==> src/radio_cfg_pkg.sv <==
// Shared constants for the serial configuration link of the radio module
package radio_cfg_pkg;
  // Clock and serial timing
  localparam int CLK_HZ       = 100_000_000;
  localparam int BIT_CYC_W    = 14;
  localparam int BAUD_9600    = 9600;
  localparam int BAUD_19200   = 19200;
  localparam int BAUD_38400   = 38400;
  localparam int BAUD_57600   = 57600;
  localparam int BAUD_115200  = 115200;
  localparam int BAUD_10400   = 10400;
  localparam int BAUD_31250   = 31250;
  localparam int REPLY_WAIT_MS = 20;

  // Frame bytes
  localparam logic [7:0] FRAME_HEADER = 8'hFF;
  localparam logic [7:0] FRAME_SIZE   = 8'h02;
  localparam logic [7:0] READ_ESCAPE  = 8'hFE;
  localparam logic [7:0] REPLY_ACK    = 8'h06;
  localparam logic [7:0] REPLY_NACK   = 8'h15;

  // Register locations
  localparam logic [7:0] POWER_LEVEL_SAVED       = 8'h02;
  localparam logic [7:0] SERIAL_RATE_SAVED       = 8'h03;
  localparam logic [7:0] ADDRESSING_STYLE_SAVED  = 8'h04;
  localparam logic [7:0] SEND_WAIT_TIMEOUT_SAVED = 8'h05;
  localparam logic [7:0] POWER_LEVEL_LIVE        = 8'h4D;
  localparam logic [7:0] SERIAL_RATE_LIVE        = 8'h4E;
  localparam logic [7:0] ADDRESSING_STYLE_LIVE   = 8'h4F;
  localparam logic [7:0] SEND_WAIT_TIMEOUT_LIVE  = 8'h50;
  localparam int         SETTING_COUNT           = 4;

  // Setting slots inside each bank
  localparam logic [1:0] SLOT_POWER = 2'h0;
  localparam logic [1:0] SLOT_RATE  = 2'h1;
  localparam logic [1:0] SLOT_ADDR  = 2'h2;
  localparam logic [1:0] SLOT_WAIT  = 2'h3;

  // Factory values and legal codes
  localparam logic [7:0] POWER_DEFAULT  = 8'h03;
  localparam logic [7:0] RATE_DEFAULT   = 8'h01;
  localparam logic [7:0] ADDR_DEFAULT   = 8'h00;
  localparam logic [7:0] WAIT_DEFAULT   = 8'h00;
  localparam logic [7:0] POWER_MAX      = 8'h03;
  localparam logic [7:0] RATE_MIN       = 8'h01;
  localparam logic [7:0] RATE_MAX       = 8'h07;
  localparam logic [7:0] RATE_FAST_MIN  = 8'h03;
  localparam logic [7:0] RATE_HOPHI_MAX = 8'h05;
  localparam logic [7:0] RATE_PC_UNSAFE = 8'h06;

  // Clock cycles per serial bit for a rate code
  function automatic logic [BIT_CYC_W-1:0] bit_cycles(input logic [7:0] code, input int clkHz);
    unique case (code)
      8'h02:   bit_cycles = BIT_CYC_W'(clkHz / BAUD_19200);
      8'h03:   bit_cycles = BIT_CYC_W'(clkHz / BAUD_38400);
      8'h04:   bit_cycles = BIT_CYC_W'(clkHz / BAUD_57600);
      8'h05:   bit_cycles = BIT_CYC_W'(clkHz / BAUD_115200);
      8'h06:   bit_cycles = BIT_CYC_W'(clkHz / BAUD_10400);
      8'h07:   bit_cycles = BIT_CYC_W'(clkHz / BAUD_31250);
      default: bit_cycles = BIT_CYC_W'(clkHz / BAUD_9600);
    endcase
  endfunction
endpackage

==> src/serial_link_if.sv <==
// Two serial wires joining the host end and the radio end
`timescale 1ns/100ps
`default_nettype none
interface serial_link_if;
  logic hostTx;
  logic radioTx;
  modport radioEnd (input hostTx, output radioTx);
  modport hostEnd (input radioTx, output hostTx);
endinterface
`default_nettype wire

==> src/radio_cfg_end.sv <==
// Radio end: serial port and configuration register bank
// Summary of operation
// - Power level at live 0x4D, saved 0x02
// - Power codes 0x00..0x03, lowest to highest
// - Factory power code is 0x03
// - Read frame: FF, 02, FE, location
// - Read reply: ACK 06, location, value
// - Write frame: FF, 02, location, value
// - Host must not write addressing style
// - Send wait timeout stored, has no effect
// - Serial rate at live 0x4E, saved 0x03
// - Saved rate applies only after reset
// - Live rate switches after acknowledgement sent
// - Rate codes map baud and radio rate
// - Factory serial rate code 0x01, 9600 baud
// - Host matches rate or hunts all rates
// - Hop set chosen from serial rate
// - PC hosts avoid codes 0x06, 0x07
`timescale 1ns/100ps
`default_nettype none

module serial_port
  import radio_cfg_pkg::*;
(
  // Clock and reset
  input  wire logic                 mclk,
  input  wire logic                 rstn,
  // Bit timing
  input  wire logic [BIT_CYC_W-1:0] bitCycles,
  // Line pins
  input  wire logic                 rxPin,
  output logic                      txPin,
  // Byte side
  output logic                      rxValid,
  output logic [7:0]                rxByte,
  input  wire logic                 txStart,
  input  wire logic [7:0]           txByte,
  output logic                      txBusy
);
  logic [2:0]           rxSync;
  logic                 rxLevel;
  logic                 rxActive;
  logic [3:0]           rxBit;
  logic [BIT_CYC_W-1:0] rxCount;
  logic [8:0]           txShift;
  logic [3:0]           txBit;
  logic [BIT_CYC_W-1:0] txCount;

  // Three-stage synchroniser, level moves only when last two agree
  always_ff @(posedge mclk or negedge rstn) begin
    if (!rstn) begin
      rxSync  <= 3'h7;
      rxLevel <= 1'b1;
    end else begin
      rxSync <= {rxSync[1:0], rxPin};
      if (rxSync[1] == rxSync[2]) rxLevel <= rxSync[2];
    end
  end

  // Receiver: half a bit to mid start, then one bit per sample
  always_ff @(posedge mclk or negedge rstn) begin
    if (!rstn) begin
      rxActive <= 1'b0;
      rxBit    <= 4'h0;
      rxCount  <= '0;
      rxByte   <= 8'h00;
      rxValid  <= 1'b0;
    end else begin
      rxValid <= 1'b0;
      if (!rxActive) begin
        if (!rxLevel) begin
          rxActive <= 1'b1;
          rxBit    <= 4'h0;
          rxCount  <= bitCycles >> 1;
        end
      end else if (rxCount != '0) begin
        rxCount <= rxCount - 1'b1;
      end else begin
        rxCount <= bitCycles - 1'b1;
        rxBit   <= rxBit + 4'h1;
        if (rxBit == 4'h0 && rxLevel) begin
          rxActive <= 1'b0; // Glitch, not a start bit
        end else if (rxBit == 4'h9) begin
          rxActive <= 1'b0;
          rxValid  <= rxLevel; // Bad stop bit drops the byte
        end else if (rxBit != 4'h0) begin
          rxByte <= {rxLevel, rxByte[7:1]};
        end
      end
    end
  end

  // Transmitter: start bit, eight data bits LSB first, stop bit
  always_ff @(posedge mclk or negedge rstn) begin
    if (!rstn) begin
      txPin   <= 1'b1;
      txShift <= 9'h1FF;
      txBit   <= 4'h0;
      txCount <= '0;
      txBusy  <= 1'b0;
    end else if (!txBusy) begin
      if (txStart) begin
        txBusy  <= 1'b1;
        txPin   <= 1'b0;
        txShift <= {1'b1, txByte};
        txBit   <= 4'h0;
        txCount <= bitCycles - 1'b1;
      end
    end else if (txCount != '0) begin
      txCount <= txCount - 1'b1;
    end else if (txBit == 4'h9) begin
      txBusy <= 1'b0;
    end else begin
      txPin   <= txShift[0];
      txShift <= {1'b1, txShift[8:1]};
      txBit   <= txBit + 4'h1;
      txCount <= bitCycles - 1'b1;
    end
  end
endmodule // serial_port

module radio_cfg_end
  import radio_cfg_pkg::*;
#(
  parameter int CLK_FREQ = CLK_HZ
) (
  // Clock and reset
  input  wire logic       mclk,
  input  wire logic       rstn,
  // Serial link
  serial_link_if.radioEnd link,
  // Application side
  input  wire logic       rebootReq,
  input  wire logic       appAddrWrite,
  input  wire logic [7:0] appAddrValue,
  output logic [1:0]      powerLevelCode,
  output logic [7:0]      serialRateCode,
  output logic            radioRateFast,
  output logic            hopSetHigh,
  output logic [7:0]      addressingStyle
);
  typedef enum logic [2:0] {WAIT_HDR, WAIT_SIZE, WAIT_FIRST, WAIT_RDADDR, WAIT_VALUE,
                            SEND_REPLY} parse_t;

  parse_t     state;
  logic [7:0] saved [SETTING_COUNT];
  logic [7:0] live  [SETTING_COUNT];
  logic [7:0] activeRate;
  logic [7:0] location;
  logic [7:0] reply [3];
  logic [1:0] replyLen;
  logic [1:0] replyIdx;
  logic       replyStarted;
  logic       rateSwitchPending;
  logic       rxValid;
  logic [7:0] rxByte;
  logic       txBusy;
  logic       txStart;
  logic       isSaved;
  logic       isLive;
  logic [1:0] slot;
  logic       valueOk;
  logic [7:0] next_value;

  // Receiver needs eight clocks a bit; slowest rate must fit the bit counter
  if (CLK_FREQ / BAUD_115200 < 8 || CLK_FREQ / BAUD_9600 >= 2 ** BIT_CYC_W) begin : g_clk_check
    $error("CLK_FREQ cannot serve the serial rates");
  end

  // Serial port runs at the active rate, not the live copy
  serial_port port (
    .mclk      (mclk),
    .rstn      (rstn),
    .bitCycles (bit_cycles(activeRate, CLK_FREQ)),
    .rxPin     (link.hostTx),
    .txPin     (link.radioTx),
    .rxValid   (rxValid),
    .rxByte    (rxByte),
    .txStart   (txStart),
    .txByte    (reply[replyIdx]),
    .txBusy    (txBusy)
  );

  // Location decode into bank and slot
  always_comb begin
    isSaved = (location >= POWER_LEVEL_SAVED) && (location <= SEND_WAIT_TIMEOUT_SAVED);
    isLive  = (location >= POWER_LEVEL_LIVE) && (location <= SEND_WAIT_TIMEOUT_LIVE);
    slot    = isLive ? 2'(location - POWER_LEVEL_LIVE) : 2'(location - POWER_LEVEL_SAVED);
  end

  // Only legal codes are stored for power and rate
  always_comb begin
    next_value = rxByte;
    unique case (slot)
      SLOT_POWER: valueOk = rxByte <= POWER_MAX;
      SLOT_RATE:  valueOk = (rxByte >= RATE_MIN) && (rxByte <= RATE_MAX);
      default:    valueOk = 1'b1;
    endcase
  end

  assign txStart = (state == SEND_REPLY) && !txBusy && !replyStarted;

  // Frame parser and reply sequencer; bytes arriving mid-reply are dropped
  always_ff @(posedge mclk or negedge rstn) begin
    if (!rstn) begin
      state        <= WAIT_HDR;
      location     <= 8'h00;
      reply[0]     <= 8'h00;
      reply[1]     <= 8'h00;
      reply[2]     <= 8'h00;
      replyLen     <= 2'h0;
      replyIdx     <= 2'h0;
      replyStarted <= 1'b0;
    end else if (rebootReq) begin
      state        <= WAIT_HDR;
      replyStarted <= 1'b0;
    end else begin
      unique case (state)
        WAIT_HDR: if (rxValid && rxByte == FRAME_HEADER) state <= WAIT_SIZE;
        WAIT_SIZE:
          if (rxValid) state <= (rxByte == FRAME_SIZE) ? WAIT_FIRST : WAIT_HDR;
        WAIT_FIRST: if (rxValid) begin
          location <= rxByte;
          state    <= (rxByte == READ_ESCAPE) ? WAIT_RDADDR : WAIT_VALUE;
        end
        WAIT_RDADDR: if (rxValid) begin
          location <= rxByte;
          state    <= SEND_REPLY;
          replyIdx <= 2'h0;
          reply[1] <= rxByte;
          if (rxByte >= POWER_LEVEL_LIVE && rxByte <= SEND_WAIT_TIMEOUT_LIVE) begin
            reply[0] <= REPLY_ACK;
            reply[2] <= live[2'(rxByte - POWER_LEVEL_LIVE)];
            replyLen <= 2'h3;
          end else if (rxByte >= POWER_LEVEL_SAVED && rxByte <= SEND_WAIT_TIMEOUT_SAVED) begin
            reply[0] <= REPLY_ACK;
            reply[2] <= saved[2'(rxByte - POWER_LEVEL_SAVED)];
            replyLen <= 2'h3;
          end else begin
            reply[0] <= REPLY_NACK;
            replyLen <= 2'h1;
          end
        end
        WAIT_VALUE: if (rxValid) begin
          state    <= SEND_REPLY;
          replyIdx <= 2'h0;
          replyLen <= 2'h1;
          reply[0] <= ((isSaved || isLive) && valueOk) ? REPLY_ACK : REPLY_NACK;
        end
        SEND_REPLY: begin
          if (txStart) begin
            replyStarted <= 1'b1;
          end else if (replyStarted && !txBusy) begin
            replyStarted <= 1'b0;
            if (replyIdx + 2'h1 == replyLen) state <= WAIT_HDR;
            else replyIdx <= replyIdx + 2'h1;
          end
        end
        default: state <= WAIT_HDR;
      endcase
    end
  end

  // Saved bank: only power-on reset restores factory values
  always_ff @(posedge mclk or negedge rstn) begin
    if (!rstn) begin
      saved[SLOT_POWER] <= POWER_DEFAULT;
      saved[SLOT_RATE]  <= RATE_DEFAULT;
      saved[SLOT_ADDR]  <= ADDR_DEFAULT;
      saved[SLOT_WAIT]  <= WAIT_DEFAULT;
    end else if (state == WAIT_VALUE && rxValid && isSaved && valueOk && !rebootReq) begin
      saved[slot] <= next_value;
    end
  end

  // Live bank: host writes, application owns addressing style, reboot reloads
  always_ff @(posedge mclk or negedge rstn) begin
    if (!rstn) begin
      live[SLOT_POWER] <= POWER_DEFAULT;
      live[SLOT_RATE]  <= RATE_DEFAULT;
      live[SLOT_ADDR]  <= ADDR_DEFAULT;
      live[SLOT_WAIT]  <= WAIT_DEFAULT;
    end else if (rebootReq) begin
      live <= saved;
    end else begin
      if (state == WAIT_VALUE && rxValid && isLive && valueOk) begin
        live[slot] <= next_value;
      end
      if (appAddrWrite) live[SLOT_ADDR] <= appAddrValue;
    end
  end

  // Rate used by the port moves on reboot, or once the acknowledgement of a live rate write has left
  always_ff @(posedge mclk or negedge rstn) begin
    if (!rstn) begin
      activeRate        <= RATE_DEFAULT;
      rateSwitchPending <= 1'b0;
    end else if (rebootReq) begin
      activeRate        <= saved[SLOT_RATE];
      rateSwitchPending <= 1'b0;
    end else begin
      if (state == WAIT_VALUE && rxValid && isLive && slot == SLOT_RATE && valueOk) begin
        rateSwitchPending <= 1'b1;
      end else if (state == SEND_REPLY && replyStarted && !txBusy && rateSwitchPending) begin
        activeRate        <= live[SLOT_RATE];
        rateSwitchPending <= 1'b0;
      end
    end
  end

  // Registered views of the live settings and the active rate for the radio
  always_ff @(posedge mclk or negedge rstn) begin
    if (!rstn) begin
      powerLevelCode  <= POWER_DEFAULT[1:0];
      serialRateCode  <= RATE_DEFAULT;
      radioRateFast   <= 1'b0;
      hopSetHigh      <= 1'b0;
      addressingStyle <= ADDR_DEFAULT;
    end else begin
      powerLevelCode  <= live[SLOT_POWER][1:0];
      serialRateCode  <= activeRate;
      radioRateFast   <= activeRate >= RATE_FAST_MIN;
      // Codes 0x06/0x07 run below 38400 baud, so they keep the low set
      hopSetHigh      <= (activeRate >= RATE_FAST_MIN) && (activeRate <= RATE_HOPHI_MAX);
      addressingStyle <= live[SLOT_ADDR];
    end
  end
endmodule // radio_cfg_end
`default_nettype wire

==> src/flat_wrapper.sv <==
// flat-port wrapper written by rule: the top's interface ports become plain ports
module radio_cfg_end_flat import radio_cfg_pkg::*;
#(
  parameter int CLK_FREQ = CLK_HZ
)
  (mclk, rstn, rebootReq, appAddrWrite, appAddrValue, powerLevelCode, serialRateCode, radioRateFast, hopSetHigh, addressingStyle, link_hostTx, link_radioTx);
  serial_link_if link_i ();
  input  wire logic mclk;
  input  wire logic rstn;
  input  wire logic rebootReq;
  input  wire logic appAddrWrite;
  input  wire logic [7:0] appAddrValue;
  output logic [1:0] powerLevelCode;
  output logic [7:0] serialRateCode;
  output logic radioRateFast;
  output logic hopSetHigh;
  output logic [7:0] addressingStyle;
  input wire logic [$bits(link_i.hostTx)-1:0] link_hostTx;
  output wire logic [$bits(link_i.radioTx)-1:0] link_radioTx;
  assign link_i.hostTx = link_hostTx;
  assign link_radioTx = link_i.radioTx;
  radio_cfg_end #(.CLK_FREQ(CLK_FREQ)) u_core (.mclk(mclk), .rstn(rstn), .link(link_i), .rebootReq(rebootReq), .appAddrWrite(appAddrWrite), .appAddrValue(appAddrValue), .powerLevelCode(powerLevelCode), .serialRateCode(serialRateCode), .radioRateFast(radioRateFast), .hopSetHigh(hopSetHigh), .addressingStyle(addressingStyle));
endmodule
==> config.mk <==
export PLATFORM = sky130hd
export DESIGN_NAME = radio_cfg_end_flat
export DESIGN_NICKNAME = d
export VERILOG_FILES = /design/src/radio_cfg_pkg.sv /design/src/serial_link_if.sv /design/src/radio_cfg_end.sv /design/src/flat_wrapper.sv
export SDC_FILE = /design/constraint.sdc
export NUM_CORES = 1
export LEC_CHECK = 0
export BUFFER_PORTS_ARGS = -buffer_cell sky130_fd_sc_hd__buf_4
export CAP_MARGIN = 0
export CORE_MARGIN = 2
export CORE_UTILIZATION = 60
export CTS_CLUSTER_SIZE = 28
export DETAILED_ROUTE_END_ITERATION = 7
export PLACE_DENSITY = 0.78
export SYNTH_ARGS = -nofsm -noshare
export SYNTH_HDL_FRONTEND = slang
export SYNTH_SLANG_ARGS = --single-unit
==> constraint.sdc <==
create_clock -name mclk -period 3.1 [get_ports mclk]
set_clock_uncertainty 0.05 [all_clocks]
set_input_delay 0.62 -clock mclk [delete_from_list [all_inputs] [get_ports mclk]]
set_output_delay 0.62 -clock mclk [all_outputs]
set_load 0.03 [all_outputs]
Word level (Yosys, flattened, before mapping)
Cells that the tools add are included.
Word-level totals
  word-level logic and storage cells: 260
  input port bits: 13
  output and inout bits: 21
  flip-flop bits (word level): 194
Operators by class
  equality and inequality tests: 38
  bitwise gates (word level): 8
  magnitude comparators: 18
  muxes and demuxes: 93
  add/sub/neg operators: 10
  reduce and logical (&&, ||, !) cells: 58
Operators with widths (count)
  two-way mux 8 bit: 15
  two-way mux 14 bit: 7
  one-hot mux 14 bit (6 select lines): 1
  bitwise mux 32 bit: 2
  two-way mux 32 bit: 2
  binary-select mux 8 bit (select 2 bit): 3
  subtractor 14 x 1 -> 14 bit (second input constant): 3
  two-way mux 9 bit: 4
  equality test 8 x 3 -> 1 bit (second input constant): 4
  <= comparator 8 x 3 -> 1 bit (second input constant): 4
  two-way mux 4 bit: 7
  nonzero test 14 bit: 2
  two-way mux 3 bit: 9
  equality test 8 x 2 -> 1 bit (second input constant): 3
  greater-or-equal comparator 8 x 2 -> 1 bit (second input constant): 3
  logical AND 1 bit: 24
  two-way mux 1 bit: 24
  two-way mux 24 bit: 1
  two-way mux 2 bit: 10
  demux 8 bit (select 2 bit): 1
  equality test 8 bit (second input constant): 2
  greater-or-equal comparator 8 x 7 -> 1 bit (second input constant): 2
  <= comparator 8 x 7 -> 1 bit (second input constant): 2
  != test 2 bit (second input constant): 8
  other kinds (41): 82

Depth between registers and ports, before layout
  word-level depth: 12
  gate-level depth with buffers: 11
  gate-level depth less buffers: 10

Hierarchy
From an unflattened synthesis, not the netlist that was laid out.
Unflattened totals
  cell total of the unflattened synthesis: 930
  area total of the unflattened synthesis: 9796.9 µm²
By module, submodules not included
  radio_cfg_end: times used 1, seq. area each 3215.6 µm², area each 6193.4 µm², cells an instance 553
  serial_port: times used 1, seq. area each 1517.7 µm², area each 3603.5 µm², cells an instance 377

Worst setup path after synthesis
No wires, ideal clock.
  kind: register to register
  start: register u_core.location[0]
  end: register u_core.saved[10] (netlist bit)
  path slack: 322 ps
  stages on the path, launching flop included: 11
  data required time: 2925 ps
  period minus slack after synthesis: 2778 ps
  data arrival time: 2603 ps
  setup time: 125 ps
  cell sequence: dfrtp_1 clkbuf_1 inv_1 ha_1 nor2b_1 or4_4 a21oi_1 mux2_2 and4bb_2 buf_2 mux2_2
On the way
  cells in the longest elaborated chain, start to end: 9
  elaborated cells on any way between the ends: 22
  those cells by class: add/sub: 2; order compare: 6; eq/ne: 1; mux: 5; bitwise: 1; reduce/logical: 7
Ends and longest elaborated chain
  start: declaration: line radio_cfg_end.sv:149  | logic [7:0] location;
  start signal: assignment: line radio_cfg_end.sv:223  | location <= rxByte;
  start signal: assignment: line radio_cfg_end.sv:227  | location <= rxByte;
  greater-or-equal comparator 8 x 7 -> 1 bit or <= comparator 8 x 7 -> 1 bit (tied branches): line radio_cfg_end.sv:187  | isLive = (location >= POWER_LEVEL_LIVE) && (location <= SEND_WAIT_TIMEOUT_LIVE);
  logical AND 1 bit: line radio_cfg_end.sv:187
  two-way mux 2 bit: line radio_cfg_end.sv:188  | slot = isLive ? 2'(location - POWER_LEVEL_LIVE) : 2'(location - POWER_LEVEL_SAVED);
  NOT 2 -> 3 bit (implied by the code): line radio_cfg_end.sv:272  | saved[slot] <= next_value;
  greater-or-equal comparator 3 bit (implied by the code) or < comparator 3 x 1 -> 1 bit (tied branches): line radio_cfg_end.sv:272
  logical AND 1 bit (implied by the code): line radio_cfg_end.sv:272
  two-way mux 8 bit (implied by the code): line radio_cfg_end.sv:272
  demux 8 bit (select 2 bit): line radio_cfg_end.sv:272
  bitwise mux 32 bit: line radio_cfg_end.sv:272
  end signal: indexed assignment: line radio_cfg_end.sv:272
  end: declaration: line radio_cfg_end.sv:146  | logic [7:0] saved [SETTING_COUNT];
Several ways; a longest one is shown, not always the timed one.
A chain may end at the register's enable or synchronous reset.

Worst setup path in the final report
  start: register u_core.location[1]
  end: register u_core.saved[8] (netlist bit)
The elaborated chain is that of the path after synthesis.

==> results by group <==
Synth
  • Unique masters post-synth: 65
  • Post-Syn Nets: 945
  • Synth Register Bits: 188
  • Mapped Cells: 917
  • Xor-xnor portion of the synthesized cell area: 2.02%
  • Ys async rst share: 100%
  • Synth Warn #: 0
  • Register area share after synthesis: 49.7%
  • Syn Area/Cell: 10.4 um2
  • Fraction of the mapped netlist area in adder cells: 2.07%
  • Area contributors post-synth: dfrtp_1 (43%), dfstp_2 (6.3%), mux2_2 (5.0%)
  • Area share of the largest cell type after synthesis: 43.3%
  • Primary FF master, synth: dfrtp_1
  • Synth Area in Compound Gates: 14.1%
  • Post-synth top area cell: dfrtp_1
  • Simple-Gate Fraction of Synth Area: 15.8%
  • Synthesized area: 9530 um2
  • Largest family of logic cells by synthesized area: simple AND/OR/NAND/NOR gates
  • EDFF count, synth: 0
  • Multiplexer share of the synthesized area: 13.2%

Cells and area
  • Synthesis-to-finish area growth: 12.0%
  • Number of fillers in the final layout: 1178
  • Share of layout cells above drive strength 1: 20.3%
  • Fin nets: 969
  • Multi-input gate area: 4500 um2
  • Commonest non-fill, non-tap cell in the layout: dfrtp_1
  • Most frequent cells in the layout: dfrtp_1 (165), nand2_1 (118), o21ai_0 (86)
  • Register area: 4730 um2
  • Post-route cell area: 10700 um2
  • Antenna diode count: 0

Floorplan
  • Site Rows: 46
  • Die area: 16900 um2
  • Num ports: 34
  • Total core area: 15700 um2
  • Starting density of the core: 60.7%
  • Die height: 130 um
  • Die W: 130 um

STA
  • Period utilisation layout: 89.0%
  • Final setup margin: 0.341 ns
  • Slew headroom: 45.5%
  • Measured slew at the worst slew-check pin: 0.818 ns
  • FMAX: 0.362 GHz
  • Period minus WS final: 2.76 ns
  • Max-slew violations: 0
  • Final setup violating endpoints: 0
  • Setup total negative slack: 0 ns
  • Fin. Hold Viols: 0
  • Hold Slack: 0.115 ns
  • RSZ-0062 raised after global routing: false

CTS
  • Num Clock Sinks: 188
  • Root Driver: clkbuf_16
  • Setup Fix Bufs, Post-CTS: 0
  • Clk slew on worst S/H paths: 0.07 ns
  • Worst-skew pair later-pin latency: 0.43 ns
  • Clock buffer depth: 2
  • CTS buffer count: 17
  • Post-CTS Hold Buffers: 0
  • CTS tree: done
  • Post-CTS sizing: 0
  • CTS H-tree depth: 4

Global routing
  • Number of global-route vias before repair: 6767
  • First-pass GRT wire length: 36.5 mm
  • GRT Util Overall: 28.1%
  • Initial antenna violation count: 0
  • Pin count of the biggest net entering global routing: 79
  • Total congestion overflow: 0

Critical path
  • Required time worst endpoint: 3.36 ns
  • CP max FO: 9
  • Startpoint Class: flip-flop
  • Worst EP arrival: 3.02 ns
  • Max incr delay on CP: 0.49 ns
  • WS Path Type: reg -> reg
  • Crit-path slowest cell: or4_1
  • Crit-path cells: inv_1, ha_1, nand4b_1, or4_1, a21oi_1, mux2_2, and4bb_2, mux2_2
  • Crit path top cell by count: mux2_2
  • Crit end category: flip-flop

Detailed routing
  • Final ANT Viol Nets: 0
  • Router iterations before antenna repair: 5
  • Vias/cell: 6.16
  • Via count: 7205
  • Initial detailed-routing violation count: 531
  • Remaining DRCs: 0
  • Mean routed wirelength per cell: 19.2 um
  • Final Routed Wirelength: 22.5 mm

Pwr
  • Leakage power: 4.69 nW
  • Overall Power: 0.00528 W
  • Power per cell area: 494 nW/um2
  • VDD IR max: 0.000409 V

Placed design
  • Number of buffers added on ports: 33
  • Dpl hpwl: 15.4 mm
  • Place WS: 0.362 ns
  • Final GP Congestion: 0.907
  • Post-DP Area: 10100 um2

Min path
  • Hold crit path type: in -> async

Run
  • Max_cap viols: 0

Outcome
  • Status: completed
[layer usage]
metal	part of all wire [%]	up-vias	track usage, %
met5	0	-	0
met4	1.9	0	8.03
met3	5.4	32	3.69
met2	48	263	44.8
met1	45	3579	41.0
li1	-	3331	-
[layout make-up]
cell class / count / share of cell area (%)
clock inverters: 12 / 1.31
multi-input cells: 650 / 42.1
flip-flops and latches: 188 / 44.3
well taps: 216 / 2.53
repair buffers: 64 / 4.68
clock buffers: 20 / 4.28
inverters: 20 / 0.703
[kinds of logic (layout without fill, tap and decap cells)]
family                     Yosys count  count (layout)
xor gates and xnor gates            22              22
buffers and inverters               79             116
AOI/OAI and AO/OA                  213             213
adders and majority gates           16              16
DFF                                188             188
and+or+nand+nor                    299             299
muxes                              100             100
[worst paths after layout]
path / startpoint / to / slack [ns] / depth (start not counted)
min reg2reg: u_core.port.rxSync[0]$_DFF_PN1_ / u_core.port.rxSync[1]$_DFF_PN1_ / 0.31 / 0
max in group asynchronous: rstn / u_core.live[13]$_DFFE_PN0P_ / 2.01 / 2
max reg2reg: u_core.location[1]$_DFFE_PN0P_ / u_core.saved[8]$_DFFE_PN0P_ / 0.34 / 8
min: rstn / u_core.port.rxCount[12]$_DFFE_PN0P_ / 0.11 / 1
max: u_core.location[1]$_DFFE_PN0P_ / u_core.saved[8]$_DFFE_PN0P_ / 0.34 / 8
min in group mclk: link_hostTx / u_core.port.rxSync[0]$_DFF_PN1_ / 0.25 / 1
[power by group]
| group | switching [W] | internal, W | total, W | leakage, nW |
|---|---|---|---|---|
| Clock | 0.000960 | 0.00124 | 0.00220 | 0.288 |
| Sequential | 0.000125 | 0.00256 | 0.00269 | 2.46 |
| Combinational | 0.000229 | 0.000156 | 0.000385 | 1.94 |
[stage by stage]
step	instances	utilization, %
after global placement	1138	64.1
after detailed placement	1138	64.1
after CTS	1170	67.9
after global routing	1170	67.9
after floorplan	917	-
final	1170	67.9
[worst max-delay path: cells and delay by family (launching register included)]
family	cells	cell delay [ns]
adders and majority gates	1	0.18
muxes	2	0.67
DFF	1	0.43
AOI/OAI and AO/OA	1	0.20
and+or+nand+nor	3	1.01
buffers and inverters	1	0.11
[flip-flops by register name, summed over array words and instances (netlist names), 4 cells and up]
name and flops:
u_core.location 8, u_core.port.rxBit 4, u_core.port.txCount 14, u_core.port.rxByte 8, u_core.saved 32, u_core.activeRate 8
u_core.serialRateCode 8, u_core.live 32, u_core.port.rxCount 14, u_core.port.txShift 8, u_core.reply 19, u_core.port.txBit 4
u_core.addressingStyle 8
[synth_stat cells (9+ instances only)]
master / n
o21ai_0: 86
xnor2_1: 9
dfstp_2: 23
ha_1: 15
a221oi_1: 10
nor2_1: 54
and2_1: 13
mux2i_1: 42
nand2b_1: 11
nand2_1: 118
dfrtp_1: 165
o31ai_1: 13
buf_2: 9
inv_1: 19
nor3_1: 20
nor2b_1: 28
mux4_2: 16
o211ai_1: 15
xor2_1: 13
mux2_2: 42
nand3_1: 9
clkbuf_1: 47
a21oi_1: 37
Note: power is estimated with default switching activity, not from simulation.
